`config.mk`:
```
export PLATFORM = sky130hd
export DESIGN_NAME = tcc_channel
export DESIGN_NICKNAME = d
export VERILOG_FILES = /design/src/tcc_pkg.sv /design/src/tcc_channel.sv
export VERILOG_INCLUDE_DIRS = /design/src
export SDC_FILE = /design/constraint.sdc
export NUM_CORES = 1
export LEC_CHECK = 0
export ABC_CLOCK_PERIOD_IN_PS = 3600
export BUFFER_PORTS_ARGS = -buffer_cell sky130_fd_sc_hd__buf_2
export CORE_MARGIN = 4
export CORE_UTILIZATION = 40
export DETAILED_ROUTE_END_ITERATION = 12
export GPL_TIMING_DRIVEN = 0
export HOLD_SLACK_MARGIN = 0.03
export SETUP_SLACK_MARGIN = 0.2
export SLEW_MARGIN = 20
export SYNTH_ARGS = -nofsm -noshare
export SYNTH_HDL_FRONTEND = slang
export SYNTH_SLANG_ARGS = --single-unit
```
`constraint.sdc`:
```
create_clock -name pclk -period 3.6 [get_ports pclk]
set_input_delay 0.18 -clock pclk [delete_from_list [all_inputs] [get_ports pclk]]
set_output_delay 0.18 -clock pclk [all_outputs]
set_load 0.02 [all_outputs]
```
`src/tcc_map.svh`:
```
// Register offsets, field codes and reset values for the timer capture/PWM channel
// What this block does
// RULE1: Count only while start bit is one
// RULE2: Software halts, zeroes counter, starts last
// RULE3: Software releases module halt before access
// RULE4: Mode 0000b is normal capture/compare mode
// RULE5: Mode 0010b is PWM mode 1
// RULE6: Clear code 010b clears on B capture
// RULE7: Clear code 001b clears on A match
// RULE8: Code 1010b captures on both edges
// RULE9: Code 1001b captures on falling edges only
// RULE10: A/B drive pin A, C/D pin C
// RULE11: Low at A match, high at B match
// RULE12: Sync select zero means independent counting
// RULE13: Filter enable zero passes edges unfiltered
// RULE14: Per-register enable gates its interrupt request
// RULE15: Older flags set on event, cleared by zero
// RULE16: Newer variant sends events straight as requests
// RULE17: Each general register has its own request
// RULE18: PWM initial level from A or C code
// RULE19: Prescale 000b counts every clock
// RULE20: Match when counter equals register value
`ifndef TCC_MAP_SVH
`define TCC_MAP_SVH
// ==========================================
// Register byte offsets
`define TCC_OFS_START 12'h000
`define TCC_OFS_CTRL 12'h004
`define TCC_OFS_MODE 12'h008
`define TCC_OFS_IOH 12'h00C
`define TCC_OFS_IOL 12'h010
`define TCC_OFS_IER 12'h014
`define TCC_OFS_STAT 12'h018
`define TCC_OFS_COUNT 12'h01C
`define TCC_OFS_GRA 12'h020
`define TCC_OFS_GRB 12'h024
`define TCC_OFS_GRC 12'h028
`define TCC_OFS_GRD 12'h02C
`define TCC_OFS_SYNC 12'h030
`define TCC_OFS_FILT 12'h034
// ==========================================
// Field codes
`define TCC_MODE_NORMAL 4'h0
`define TCC_MODE_PWM1 4'h2
`define TCC_CLR_NONE 3'h0
`define TCC_CLR_MATCH_A 3'h1
`define TCC_CLR_CAPT_B 3'h2
`define TCC_PSC_DIV1 3'h0
`define TCC_IO_CAP_BOTH 4'hA
`define TCC_IO_CAP_FALL 4'h9
`define TCC_IO_CAP_RISE 4'h8
`define TCC_CNT_ZERO 16'h0000
`define TCC_FILT_LEN 2'h3
`endif

```
`src/tcc_pkg.sv`:
```
// Types shared by the timer capture/PWM channel
package tcc_pkg;
	typedef logic [15:0] tcc_word_t;
	typedef logic [3:0] tcc_code_t;
endpackage : tcc_pkg
```
`src/tcc_channel.sv`:
```
// One 16-bit timer channel with input capture and PWM mode 1, APB slave
//
// The register offsets and register access over APB were decided locally.
`timescale 1ns/1ps
`include "tcc_map.svh"
module tcc_channel (
	input wire logic pclk,
	input wire logic presetn,
	input wire logic psel,
	input wire logic penable,
	input wire logic pwrite,
	input wire logic [11:0] paddr,
	input wire logic [31:0] pwdata,
	output logic [31:0] prdata,
	output logic pready,
	output logic pslverr,
	input wire logic channel0_pin_a,
	input wire logic channel0_pin_b,
	output logic pin_a_out,
	output logic pin_a_oe,
	output logic pin_c_out,
	output logic pin_c_oe,
	output logic [3:0] event_irq
);
	import tcc_pkg::*;

	// ==========================================
	// Registers
	// Every setting sits in its own flop so a write lands in one cycle
	// and the counting logic never sees a half-written field.
	logic count_start_ch0_r;
	logic [2:0] clock_prescale_sel_r;
	logic [2:0] counter_clear_sel_r;
	tcc_code_t channel_mode_sel_r;
	tcc_code_t pin_a_io_code_r, pin_b_io_code_r, pin_c_io_code_r, pin_d_io_code_r;
	logic [3:0] irq_enable_r;
	logic [3:0] event_flag_r;
	logic sync_select_ch0_r;
	logic filter_enable_a_r, filter_enable_b_r;
	tcc_word_t timer_count_r;
	tcc_word_t gr_r [4];
	logic [7:0] psc_cnt_r;
	logic wr_en, rd_en, hit;
	logic tick;
	logic [3:0] ev_capt, ev_match, ev;
	logic clr_now;

	// APB access strobes; every access completes with no wait state
	assign wr_en = psel & penable & pwrite;
	assign rd_en = psel & ~penable & ~pwrite;

	// ==========================================
	// Pin synchronisers and optional filters
	logic [2:0] sync_a_r, sync_b_r;
	logic [`TCC_FILT_LEN:0] filt_a_r, filt_b_r;
	logic lvl_a_r, lvl_b_r, lvl_a_prev_r, lvl_b_prev_r;
	logic raw_a, raw_b;

	// Pin A: three flops; stages 2 and 3 must agree before a change counts
	always_ff @(posedge pclk or negedge presetn) begin
		if (!presetn) sync_a_r <= 3'h0;
		else sync_a_r <= {sync_a_r[1:0], channel0_pin_a};
	end

	// Pin B: same three-flop chain as pin A
	always_ff @(posedge pclk or negedge presetn) begin
		if (!presetn) sync_b_r <= 3'h0;
		else sync_b_r <= {sync_b_r[1:0], channel0_pin_b};
	end

	// A disagreement between stages 2 and 3 keeps the last accepted level,
	// so a pin that changes near the sampling edge gives one clean step.
	assign raw_a = (sync_a_r[1] == sync_a_r[2]) ? sync_a_r[2] : lvl_a_r;
	assign raw_b = (sync_b_r[1] == sync_b_r[2]) ? sync_b_r[2] : lvl_b_r;

	// Pin A filter: needs a stable run of samples; disabled filter passes straight
	always_ff @(posedge pclk or negedge presetn) begin
		if (!presetn) begin
			filt_a_r <= '0;
			lvl_a_r <= 1'b0;
			lvl_a_prev_r <= 1'b0;
		end else begin
			filt_a_r <= {filt_a_r[`TCC_FILT_LEN-1:0], sync_a_r[2]};
			if (!filter_enable_a_r) lvl_a_r <= raw_a; // RULE13
			else if (&filt_a_r) lvl_a_r <= 1'b1;
			else if (~|filt_a_r) lvl_a_r <= 1'b0;
			lvl_a_prev_r <= lvl_a_r;
		end
	end

	// Pin B filter: same run length as pin A
	always_ff @(posedge pclk or negedge presetn) begin
		if (!presetn) begin
			filt_b_r <= '0;
			lvl_b_r <= 1'b0;
			lvl_b_prev_r <= 1'b0;
		end else begin
			filt_b_r <= {filt_b_r[`TCC_FILT_LEN-1:0], sync_b_r[2]};
			if (!filter_enable_b_r) lvl_b_r <= raw_b; // RULE13
			else if (&filt_b_r) lvl_b_r <= 1'b1;
			else if (~|filt_b_r) lvl_b_r <= 1'b0;
			lvl_b_prev_r <= lvl_b_r;
		end
	end

	// Edge selection from the I/O code of a capture register
	function automatic logic cap_hit(input tcc_code_t code, input logic rise, input logic fall);
		cap_hit = 1'b0;
		case (code)
			`TCC_IO_CAP_BOTH: cap_hit = rise | fall; // RULE8
			`TCC_IO_CAP_FALL: cap_hit = fall; // RULE9
			`TCC_IO_CAP_RISE: cap_hit = rise;
			default: cap_hit = 1'b0;
		endcase
	endfunction : cap_hit

	// ==========================================
	// Prescaler: codes 1 and 2 divide by 4 and 16, codes 3 to 7 divide by 256, code 000b counts every clock
	always_ff @(posedge pclk or negedge presetn) begin
		if (!presetn) psc_cnt_r <= 8'h00;
		else if (!count_start_ch0_r) psc_cnt_r <= 8'h00;
		else psc_cnt_r <= psc_cnt_r + 8'h01;
	end
	always_comb begin
		case (clock_prescale_sel_r)
			`TCC_PSC_DIV1: tick = count_start_ch0_r; // RULE19 RULE1
			3'h1: tick = count_start_ch0_r & (psc_cnt_r[1:0] == 2'h3);
			3'h2: tick = count_start_ch0_r & (psc_cnt_r[3:0] == 4'hF);
			default: tick = count_start_ch0_r & (psc_cnt_r == 8'hFF);
		endcase
	end

	// ==========================================
	// Capture and compare events per general register
	logic is_normal, is_pwm;
	assign is_normal = channel_mode_sel_r == `TCC_MODE_NORMAL; // RULE4
	assign is_pwm = channel_mode_sel_r == `TCC_MODE_PWM1; // RULE5
	assign ev_capt[0] = is_normal & cap_hit(pin_a_io_code_r, lvl_a_r & ~lvl_a_prev_r, ~lvl_a_r & lvl_a_prev_r);
	assign ev_capt[1] = is_normal & cap_hit(pin_b_io_code_r, lvl_b_r & ~lvl_b_prev_r, ~lvl_b_r & lvl_b_prev_r);
	assign ev_capt[2] = 1'b0;
	assign ev_capt[3] = 1'b0;
	genvar gi;
	generate
		for (gi = 0; gi < 4; gi++) begin : g_match
			// Compare only when the register is not an input capture
			assign ev_match[gi] = tick & (timer_count_r == gr_r[gi]) & ~ev_capt[gi] // RULE20
				& ~(is_normal & (gi < 2) & ((gi == 0 ? pin_a_io_code_r : pin_b_io_code_r) >= 4'h8));
		end
	endgenerate
	assign ev = ev_capt | ev_match; // RULE17
	assign clr_now = ((counter_clear_sel_r == `TCC_CLR_CAPT_B) & ev_capt[1]) // RULE6
		| ((counter_clear_sel_r == `TCC_CLR_MATCH_A) & ev_match[0]); // RULE7

	// ==========================================
	// Counter: independent channel; a software write presets it and clr_now clears it synchronously
	always_ff @(posedge pclk or negedge presetn) begin
		if (!presetn) timer_count_r <= `TCC_CNT_ZERO;
		else if (wr_en && paddr == `TCC_OFS_COUNT) timer_count_r <= pwdata[15:0];
		else if (clr_now) timer_count_r <= `TCC_CNT_ZERO; // RULE6 RULE7 RULE12
		else if (tick) timer_count_r <= timer_count_r + 16'h0001; // RULE1
	end

	// General registers: software write or capture of the counter
	always_ff @(posedge pclk or negedge presetn) begin
		if (!presetn) begin
			for (int i = 0; i < 4; i++) gr_r[i] <= 16'hFFFF;
		end else begin
			for (int i = 0; i < 4; i++) begin
				if (ev_capt[i]) gr_r[i] <= timer_count_r; // RULE8 RULE9
				else if (wr_en && paddr == `TCC_OFS_GRA + 12'(4 * i)) gr_r[i] <= pwdata[15:0];
			end
		end
	end

	// ==========================================
	// Control registers
	// Unmapped offsets match none of these blocks, so a refused write changes nothing.

	// Start bit: clearing it stops the count; only a write or a B capture under clear code 010b still changes the counter
	always_ff @(posedge pclk or negedge presetn) begin
		if (!presetn) count_start_ch0_r <= 1'b0;
		else if (wr_en && paddr == `TCC_OFS_START) count_start_ch0_r <= pwdata[0]; // RULE1
	end

	// Clock prescale and counter clear selects
	always_ff @(posedge pclk or negedge presetn) begin
		if (!presetn) begin
			clock_prescale_sel_r <= `TCC_PSC_DIV1;
			counter_clear_sel_r <= `TCC_CLR_NONE;
		end else if (wr_en && paddr == `TCC_OFS_CTRL) begin
			clock_prescale_sel_r <= pwdata[2:0];
			counter_clear_sel_r <= pwdata[7:5];
		end
	end

	// Channel mode select
	always_ff @(posedge pclk or negedge presetn) begin
		if (!presetn) channel_mode_sel_r <= `TCC_MODE_NORMAL;
		else if (wr_en && paddr == `TCC_OFS_MODE) channel_mode_sel_r <= pwdata[3:0];
	end

	// I/O codes for registers A and B
	always_ff @(posedge pclk or negedge presetn) begin
		if (!presetn) begin
			pin_a_io_code_r <= 4'h0;
			pin_b_io_code_r <= 4'h0;
		end else if (wr_en && paddr == `TCC_OFS_IOH) begin
			pin_a_io_code_r <= pwdata[3:0];
			pin_b_io_code_r <= pwdata[7:4];
		end
	end

	// I/O codes for registers C and D
	always_ff @(posedge pclk or negedge presetn) begin
		if (!presetn) begin
			pin_c_io_code_r <= 4'h0;
			pin_d_io_code_r <= 4'h0;
		end else if (wr_en && paddr == `TCC_OFS_IOL) begin
			pin_c_io_code_r <= pwdata[3:0];
			pin_d_io_code_r <= pwdata[7:4];
		end
	end

	// Per-register request enables
	always_ff @(posedge pclk or negedge presetn) begin
		if (!presetn) irq_enable_r <= 4'h0;
		else if (wr_en && paddr == `TCC_OFS_IER) irq_enable_r <= pwdata[3:0]; // RULE14
	end

	// Sync select is stored only; this channel always counts on its own
	always_ff @(posedge pclk or negedge presetn) begin
		if (!presetn) sync_select_ch0_r <= 1'b0;
		else if (wr_en && paddr == `TCC_OFS_SYNC) sync_select_ch0_r <= pwdata[0]; // RULE12
	end

	// Noise filter enables for the two capture pins
	always_ff @(posedge pclk or negedge presetn) begin
		if (!presetn) begin
			filter_enable_a_r <= 1'b0;
			filter_enable_b_r <= 1'b0;
		end else if (wr_en && paddr == `TCC_OFS_FILT) begin
			filter_enable_a_r <= pwdata[0];
			filter_enable_b_r <= pwdata[1];
		end
	end

	// Sticky event flags: set wins, write 0 clears a bit
	always_ff @(posedge pclk or negedge presetn) begin
		if (!presetn) event_flag_r <= 4'h0;
		else if (wr_en && paddr == `TCC_OFS_STAT) event_flag_r <= (event_flag_r & pwdata[3:0]) | ev; // RULE15
		else event_flag_r <= event_flag_r | ev; // RULE15
	end

	// Direct request pulses gated by per-register enables
	always_ff @(posedge pclk or negedge presetn) begin
		if (!presetn) event_irq <= 4'h0;
		else event_irq <= ev & irq_enable_r; // RULE14 RULE16 RULE17
	end

	// ==========================================
	// PWM mode 1 outputs; code 0000b leaves the output disabled
	function automatic logic io_init(input tcc_code_t code);
		io_init = code[2]; // Codes 01xx start high, 00xx start low
	endfunction : io_init
	function automatic logic io_lvl(input tcc_code_t code, input logic cur);
		case (code[1:0])
			2'h1: io_lvl = 1'b0;
			2'h2: io_lvl = 1'b1;
			2'h3: io_lvl = ~cur;
			default: io_lvl = cur;
		endcase
	endfunction : io_lvl

	// Pin A waveform from the A/B pair; the B code never sets the idle level
	always_ff @(posedge pclk or negedge presetn) begin
		if (!presetn) begin
			pin_a_out <= 1'b0;
			pin_a_oe <= 1'b0;
		end else begin
			pin_a_oe <= is_pwm & (pin_a_io_code_r != 4'h0); // RULE10
			if (!count_start_ch0_r || !is_pwm) pin_a_out <= io_init(pin_a_io_code_r); // RULE18
			else if (ev_match[1]) pin_a_out <= io_lvl(pin_b_io_code_r, pin_a_out); // RULE11
			else if (ev_match[0]) pin_a_out <= io_lvl(pin_a_io_code_r, pin_a_out); // RULE11
		end
	end

	// Pin C waveform from the C/D pair, same scheme as pin A
	always_ff @(posedge pclk or negedge presetn) begin
		if (!presetn) begin
			pin_c_out <= 1'b0;
			pin_c_oe <= 1'b0;
		end else begin
			pin_c_oe <= is_pwm & (pin_c_io_code_r != 4'h0); // RULE10
			if (!count_start_ch0_r || !is_pwm) pin_c_out <= io_init(pin_c_io_code_r); // RULE18
			else if (ev_match[3]) pin_c_out <= io_lvl(pin_d_io_code_r, pin_c_out); // RULE10
			else if (ev_match[2]) pin_c_out <= io_lvl(pin_c_io_code_r, pin_c_out); // RULE10
		end
	end

	// ==========================================
	// APB read data, loaded in setup so it is valid in access phase
	always_comb begin
		hit = 1'b1;
		case (paddr)
			`TCC_OFS_START, `TCC_OFS_CTRL, `TCC_OFS_MODE, `TCC_OFS_IOH, `TCC_OFS_IOL,
			`TCC_OFS_IER, `TCC_OFS_STAT, `TCC_OFS_COUNT, `TCC_OFS_GRA, `TCC_OFS_GRB,
			`TCC_OFS_GRC, `TCC_OFS_GRD, `TCC_OFS_SYNC, `TCC_OFS_FILT: hit = 1'b1;
			default: hit = 1'b0;
		endcase
	end
	always_ff @(posedge pclk or negedge presetn) begin
		if (!presetn) prdata <= 32'h0000_0000;
		else if (rd_en) begin
			case (paddr)
				`TCC_OFS_START: prdata <= {31'h0, count_start_ch0_r};
				`TCC_OFS_CTRL: prdata <= {24'h0, counter_clear_sel_r, 2'h0, clock_prescale_sel_r};
				`TCC_OFS_MODE: prdata <= {28'h0, channel_mode_sel_r};
				`TCC_OFS_IOH: prdata <= {24'h0, pin_b_io_code_r, pin_a_io_code_r};
				`TCC_OFS_IOL: prdata <= {24'h0, pin_d_io_code_r, pin_c_io_code_r};
				`TCC_OFS_IER: prdata <= {28'h0, irq_enable_r};
				`TCC_OFS_STAT: prdata <= {28'h0, event_flag_r};
				`TCC_OFS_COUNT: prdata <= {16'h0, timer_count_r};
				`TCC_OFS_GRA: prdata <= {16'h0, gr_r[0]};
				`TCC_OFS_GRB: prdata <= {16'h0, gr_r[1]};
				`TCC_OFS_GRC: prdata <= {16'h0, gr_r[2]};
				`TCC_OFS_GRD: prdata <= {16'h0, gr_r[3]};
				`TCC_OFS_SYNC: prdata <= {31'h0, sync_select_ch0_r};
				`TCC_OFS_FILT: prdata <= {30'h0, filter_enable_b_r, filter_enable_a_r};
				default: prdata <= 32'h0000_0000;
			endcase
		end
	end

	// Zero wait states: ready rises for the access phase that follows setup
	always_ff @(posedge pclk or negedge presetn) begin
		if (!presetn) pready <= 1'b0;
		else pready <= psel & ~penable;
	end

	// Unmapped or unaligned addresses answer with an error alongside ready
	always_ff @(posedge pclk or negedge presetn) begin
		if (!presetn) pslverr <= 1'b0;
		else pslverr <= psel & ~penable & ~hit;
	end
endmodule : tcc_channel

```
Word level (Yosys, flattened, before mapping)
Memories as Yosys holds them, arrays and structs flattened.
Index checks and enable logic that the tools add are counted.
{"block": "op_classes", "n_eq_ne": 49, "n_lt_le_gt_ge": 2, "mux": 32, "n_reduce_logical": 40, "n_addsub": 2, "n_bitwise": 49}
{"operator": "16-bit case mux with 14 select lines", "count": 1}
{"operator": "16-bit two-way mux", "count": 7}
{"operator": "12-bit by 6-bit == test with 1-bit output (second input constant)", "count": 6}
{"operator": "16-bit == test", "count": 4}
{"operator": "12-bit by 5-bit == test with 1-bit output (second input constant)", "count": 4}
{"operator": "1-bit AND", "count": 28}
{"operator": "4-bit == test (second input constant)", "count": 7}
{"operator": "12-bit by 4-bit == test with 1-bit output (second input constant)", "count": 2}
{"operator": "1-bit case mux with 3 select lines", "count": 7}
{"operator": "2-bit == test (second input constant)", "count": 9}
{"operator": "16-bit by 1-bit adder with 16-bit output (second input constant)", "count": 1}
{"operator": "1-bit two-way mux", "count": 15}
{"operator": "1-bit logical AND", "count": 14}
{"operator": "1-bit NOT", "count": 13}
{"operator": "12-bit by 3-bit == test with 1-bit output (second input constant)", "count": 1}
{"operator": "12-bit zero test", "count": 1}
{"operator": "5-bit by 1-bit != test with 1-bit output (second input constant)", "count": 2}
{"operator": "5-bit nonzero test", "count": 2}
{"operator": "3-bit nonzero test", "count": 3}
{"operator": "8-bit by 1-bit adder with 8-bit output (second input constant)", "count": 1}
{"operator": "4-bit AND", "count": 2}
{"operator": "2-bit by 1-bit == test with 1-bit output (second input constant)", "count": 4}
{"operator": "8-bit == test (second input constant)", "count": 1}
{"operator": "4-bit >= comparator (second input constant)", "count": 2}
{"operator": "other kinds (21)", "count": 37}
{"block": "totals", "in_bits": 51, "memories": 1, "rom_bits": 64, "ff_bits": 186, "elab_cells": 210}
{"memory": "(name not given)", "depth": 64, "word_bits": 1, "read_ports": 1, "rd_clocked_by_memory_dff": 0, "wr": 0, "line": "tcc_channel.sv:304", "text": "case (paddr)"}

Logic depth before layout (Yosys ltp)
{"block": "logic_depth", "depth_word": 12, "depth_mapped": 10, "depth_no_buf": 8}

Least setup slack after synthesis
Ideal clock, no wire load.
{"block": "synth_path", "kind": "register to register", "startpoint": "register psc_cnt_r[0]", "endpoint": "register timer_count_r[0]", "setup_slack_ns": 1.446, "arrival_time_ns": 2.034, "period_less_slack_ns": 2.154, "setup_time_ns": 0.120, "path_stages_with_launch": 8, "path_buffers": 1, "path_cell_list": "dfrtp_1 > ha_1 > nor4b_1 > and4bb_4 > or2_1 > a311o_2 > buf_6 > o211a_1"}
{"block": "synth_via", "elab_chain_cells": 10, "elab_cells_between_ends": 15}
{"element": "start, declared", "line": "tcc_channel.sv:42", "text": "logic [7:0] psc_cnt_r;"}
{"element": "start signal, assigned", "line": "tcc_channel.sv:122", "text": "else psc_cnt_r <= psc_cnt_r + 8'h01;"}
{"element": "8-bit == test, or another cell as far along", "line": "tcc_channel.sv:129", "text": "default: tick = count_start_ch0_r & (psc_cnt_r == 8'hFF);"}
{"element": "1-bit AND, on equally long branches", "line": "tcc_channel.sv:129, tcc_channel.sv:127, tcc_channel.sv:128"}
{"element": "1-bit case mux with 3 select lines (*)", "line": "tcc_channel.sv:125", "text": "case (clock_prescale_sel_r)"}
{"element": "1-bit AND (2 in series)", "line": "tcc_channel.sv:146", "text": "assign ev_match[gi] = tick & (timer_count_r == gr_r[gi]) & ~ev_capt[gi]"}
{"element": "1-bit AND", "line": "tcc_channel.sv:147", "text": "& ~(is_normal & (gi < 2) & ((gi == 0 ? pin_a_io_code_r : pin_b_io_code_r) >= 4'h8));"}
{"element": "1-bit AND", "line": "tcc_channel.sv:152", "text": "| ((counter_clear_sel_r == `TCC_CLR_MATCH_A) & ev_match[0]);"}
{"element": "1-bit bitwise OR", "line": "tcc_channel.sv:151", "text": "assign clr_now = ((counter_clear_sel_r == `TCC_CLR_CAPT_B) & ev_capt[1])"}
{"element": "16-bit two-way mux", "line": "tcc_channel.sv:159", "text": "else if (clr_now) timer_count_r <= `TCC_CNT_ZERO;"}
{"element": "16-bit two-way mux", "line": "tcc_channel.sv:158", "text": "else if (wr_en && paddr == `TCC_OFS_COUNT) timer_count_r <= pwdata[15:0];"}
{"element": "end signal, assigned", "line": "tcc_channel.sv:158"}
{"element": "end signal, assigned", "line": "tcc_channel.sv:159"}
{"element": "end signal, assigned", "line": "tcc_channel.sv:160", "text": "else if (tick) timer_count_r <= timer_count_r + 16'h0001;"}
{"element": "end, declared", "line": "tcc_channel.sv:40", "text": "tcc_word_t timer_count_r;"}
Every way passes the cells marked *; elsewhere a longest branch is shown, timed or not.
A chain may end at the register's enable or synchronous reset.

Worst setup path in the final report
{"block": "layout_path", "startpoint": "register timer_count_r[13]", "endpoint": "register timer_count_r[7]"}
{"block": "layout_via", "elab_chain_cells": 8, "elab_cells_between_ends": 9}
{"element": "start signal, assigned", "line": "tcc_channel.sv:157", "text": "if (!presetn) timer_count_r <= `TCC_CNT_ZERO;"}
{"element": "start signal, assigned", "line": "tcc_channel.sv:158"}
{"element": "start signal, assigned", "line": "tcc_channel.sv:159"}
{"element": "16-bit == test (*)", "line": "tcc_channel.sv:146"}
{"element": "1-bit AND (*) (2 in series)", "line": "tcc_channel.sv:146"}
{"element": "1-bit AND (*)", "line": "tcc_channel.sv:147"}
{"element": "1-bit AND (*)", "line": "tcc_channel.sv:152"}
{"element": "1-bit bitwise OR (*)", "line": "tcc_channel.sv:151"}
{"element": "16-bit two-way mux", "line": "tcc_channel.sv:159"}
{"element": "16-bit two-way mux", "line": "tcc_channel.sv:158"}
Marked as above.

==> run summary <==
DR iter-0 viols -> 783
Slew @ Worst Pin -> 0.955 ns
clock buffer count from CTS -> 17
PwrDens -> 374 mW/mm^2
RSZ-0062 raised after global routing -> false
area of the mapped netlist -> 0.00977 sq mm
Startpoint Class -> register
Post-synth ARST share -> 1.00
vias in the first global route -> 7,471
Hold Fails Final Rpt -> 0
I/O pins -> 93
initial antenna violation count -> 0
CTS tree -> done
ANT cells -> 0
WL per Instance -> 22.3 um
delay-heaviest family, CP -> simple AND/OR/NAND/NOR gates
DR vias/cell -> 5.71
Critical Path Slowest Stage Cell -> nor4_1
Buf/Inv on CP -> 2
Tmin final -> 2.95 ns
Worst EP required -> 3.92 ns
setup tns final -> 0 ns
leading register cell type out of synthesis -> dfrtp_1
FMAX -> 0.339 GHz
R2R setup slack -> 0.65 ns
most frequent cells in the layout -> dfrtp_1, nand2_1, buf_2
Fillers -> 2,229
core region area -> 0.0238 sq mm
Syn Area/Cell -> 10.7 sq um
GP Congestion -> 0.957
Post-CTS Setup Inserts -> 0
first drt pass iteration count -> 5
CTS clk-pin slew, worst paths -> 0.07 ns
Max-cap violations -> 0
I/O Buffers -> 53
Clock Latency Late Sink -> 0.44 ns
max incr delay on CP -> 0.66 ns
max_slew headroom -> 0.359
Num Clock Sinks -> 170
Hold WC Path Type -> in2reg
HPWL after detailed placement -> 21.9 mm
via count -> 7,633
H-tree depth -> 4
first-pass GRT wire length -> 45.6 mm
most common cell after layout, fill and taps aside -> dfrtp_1
Seq cells post-synth -> 170
outcome -> completed
post-synth top area share -> 0.272
All-Layer GR Usage -> 0.227
crit-path max FO -> 10
largest net degree at the start of global routing -> 90
Crit path arrival time -> 3.27 ns
share of layout cells above drive strength 1 -> 0.295
CTS root buf -> clkbuf_16
Die X -> 164 um
Placed Cells -> 1,300
row cnt -> 56
main area contributors after synthesis -> dfrtp_1, dfstp_2, mux2_2
DIE AREA -> 0.0270 sq mm
initial cell density of the core -> 0.411
Area Overhead vs Synth -> 14.7%
EDFF count, synth -> 0
Layout Cells excl Fill -> 1,337
# DRC -> 0
Final Cycle Share -> 0.820
die height -> 164 um
cells along the critical path -> buf_4 -> xor2_1 -> nor4_1 -> o211ai_2 -> nor4_4 -> or2_1 -> buf_6 -> a211oi_1
CP endpoint kind -> register
crit path kind -> reg2reg
final wirelength -> 29.9 mm
post-route antenna net violation count -> 0
clk buf depth -> 2
hold slack -> 0.0477 ns
grt total ovfl -> 0
Leakage -> 4.80 nW
Peak VDD IR -> 0.285 mV
Post-Syn Instances -> 912
# setup viols final -> 0
fin. max-slew vios -> 0
cell accounting for the most synthesized area -> dfrtp_1
Yosys cell types -> 83
post-CTS resize count -> 0
Yosys warning count -> 0
sequential-to-total area share from yosys stat -> 0.444
Final #Nets -> 1,068
Setup Skew -> 0.00880 ns
## layout make-up
cell class              instances  area, sq um  share of cell area
multi-input cells             663         4960               0.443
clock buffers                  17          425              0.0380
inverters                      16         60.1             0.00536
plain buffers                  78          470              0.0420
flip-flops and latches        170         4330               0.387
well taps                     319          399              0.0356
clock inverters                14          194              0.0173
repair buffers                 60          363              0.0324
## routing by layer
layer	part of all wire	up-vias	track usage
li1	-	3425	-
met1	0.46	3841	0.328
met2	0.45	323	0.350
met3	0.075	44	0.0442
met4	0.018	0	0.0587
met5	0	-	0
## final timing paths
| kind | cells after the start | end | from |
|---|---|---|---|
| max | 8 | timer_count_r[7] | timer_count_r[13] |
| max in group asynchronous | 3 | gr_r[9] | presetn |
| max reg2reg | 8 | timer_count_r[7] | timer_count_r[13] |
| min reg2reg | 0 | sync_a_r[1] | sync_a_r[0] |
| min | 3 | timer_count_r[13] | pwdata[13] |
| min in group asynchronous | 2 | psc_cnt_r[5] | presetn |
## logic make-up (layout without fill, tap and decap cells)
family | Yosys count | after routing | synth area share
and+or+nand+nor | 262 | 262 | 0.148
AOI/OAI and AO/OA | 184 | 184 | 0.128
DFF | 170 | 170 | 0.444
muxes | 119 | 119 | 0.147
buffers and inverters | 94 | 185 | 0.0543
xor gates and xnor gates | 71 | 71 | 0.0637
adders and majority gates | 11 | 11 | 0.0141
other | 1 | 16 | 0.000384
## worst min-delay path: cells and delay by family
| family | cells | cell delay [ns] |
|---|---|---|
| AOI/OAI and AO/OA | 1 | 0.05 |
| and+or+nand+nor | 1 | 0.08 |
| buffers and inverters | 1 | 0.15 |
## cells in the mapped netlist, types with 11 or more instances
cell        n
o21ai_1    20
nand2_1    97
dfstp_2    64
xnor2_1    21
nor3_1     12
buf_4      21
nor2_1     30
a22oi_1    14
mux2_2     51
nand3_1    21
a21oi_1    29
xor2_1     50
ha_1       11
nor4_1     11
inv_1      16
mux4_2     13
dfrtp_1   106
and3_1     17
o21ai_0    49
nand4_1    12
mux2i_1    39
clkbuf_1   23
mux2_1     16
buf_2      23
## what timing repair did
item | CTS | global route
hold buffers | 6 | 0
endpoints found under the hold margin | 68 | 0
setup endpoints to repair | 0 | 0
## flip-flops by register name, summed over array words and instances (netlist names), 8 cells and up
name,cells
gr_r,64
prdata,16
psc_cnt_r,8
timer_count_r,16
## report_power, final
part	internal [W]	total, W	switching, W	leakage (nW)
registers	0.00194	0.00195	0.0000164	2.07
clock network	0.00116	0.00198	0.000813	0.300
logic	0.0000848	0.000261	0.000177	2.43
total	0.00318	0.00419	0.00101	4.80
## through the flow
stage / total power, W / utilization / setup WS [ns] / cell area [sq um]
floorplan: 0.00211 / - / 1.45 / 9830
global placement: 0.00223 / 0.442 / -0.373 / 10500
detailed placement: 0.00224 / 0.443 / 0.741 / 10500
CTS: 0.00422 / 0.472 / 0.716 / 11200
global route: 0.00432 / 0.472 / 0.610 / 11200
finish: 0.00419 / 0.472 / 0.649 / 11200
No activity file was read; power rests on OpenSTA's default activity.
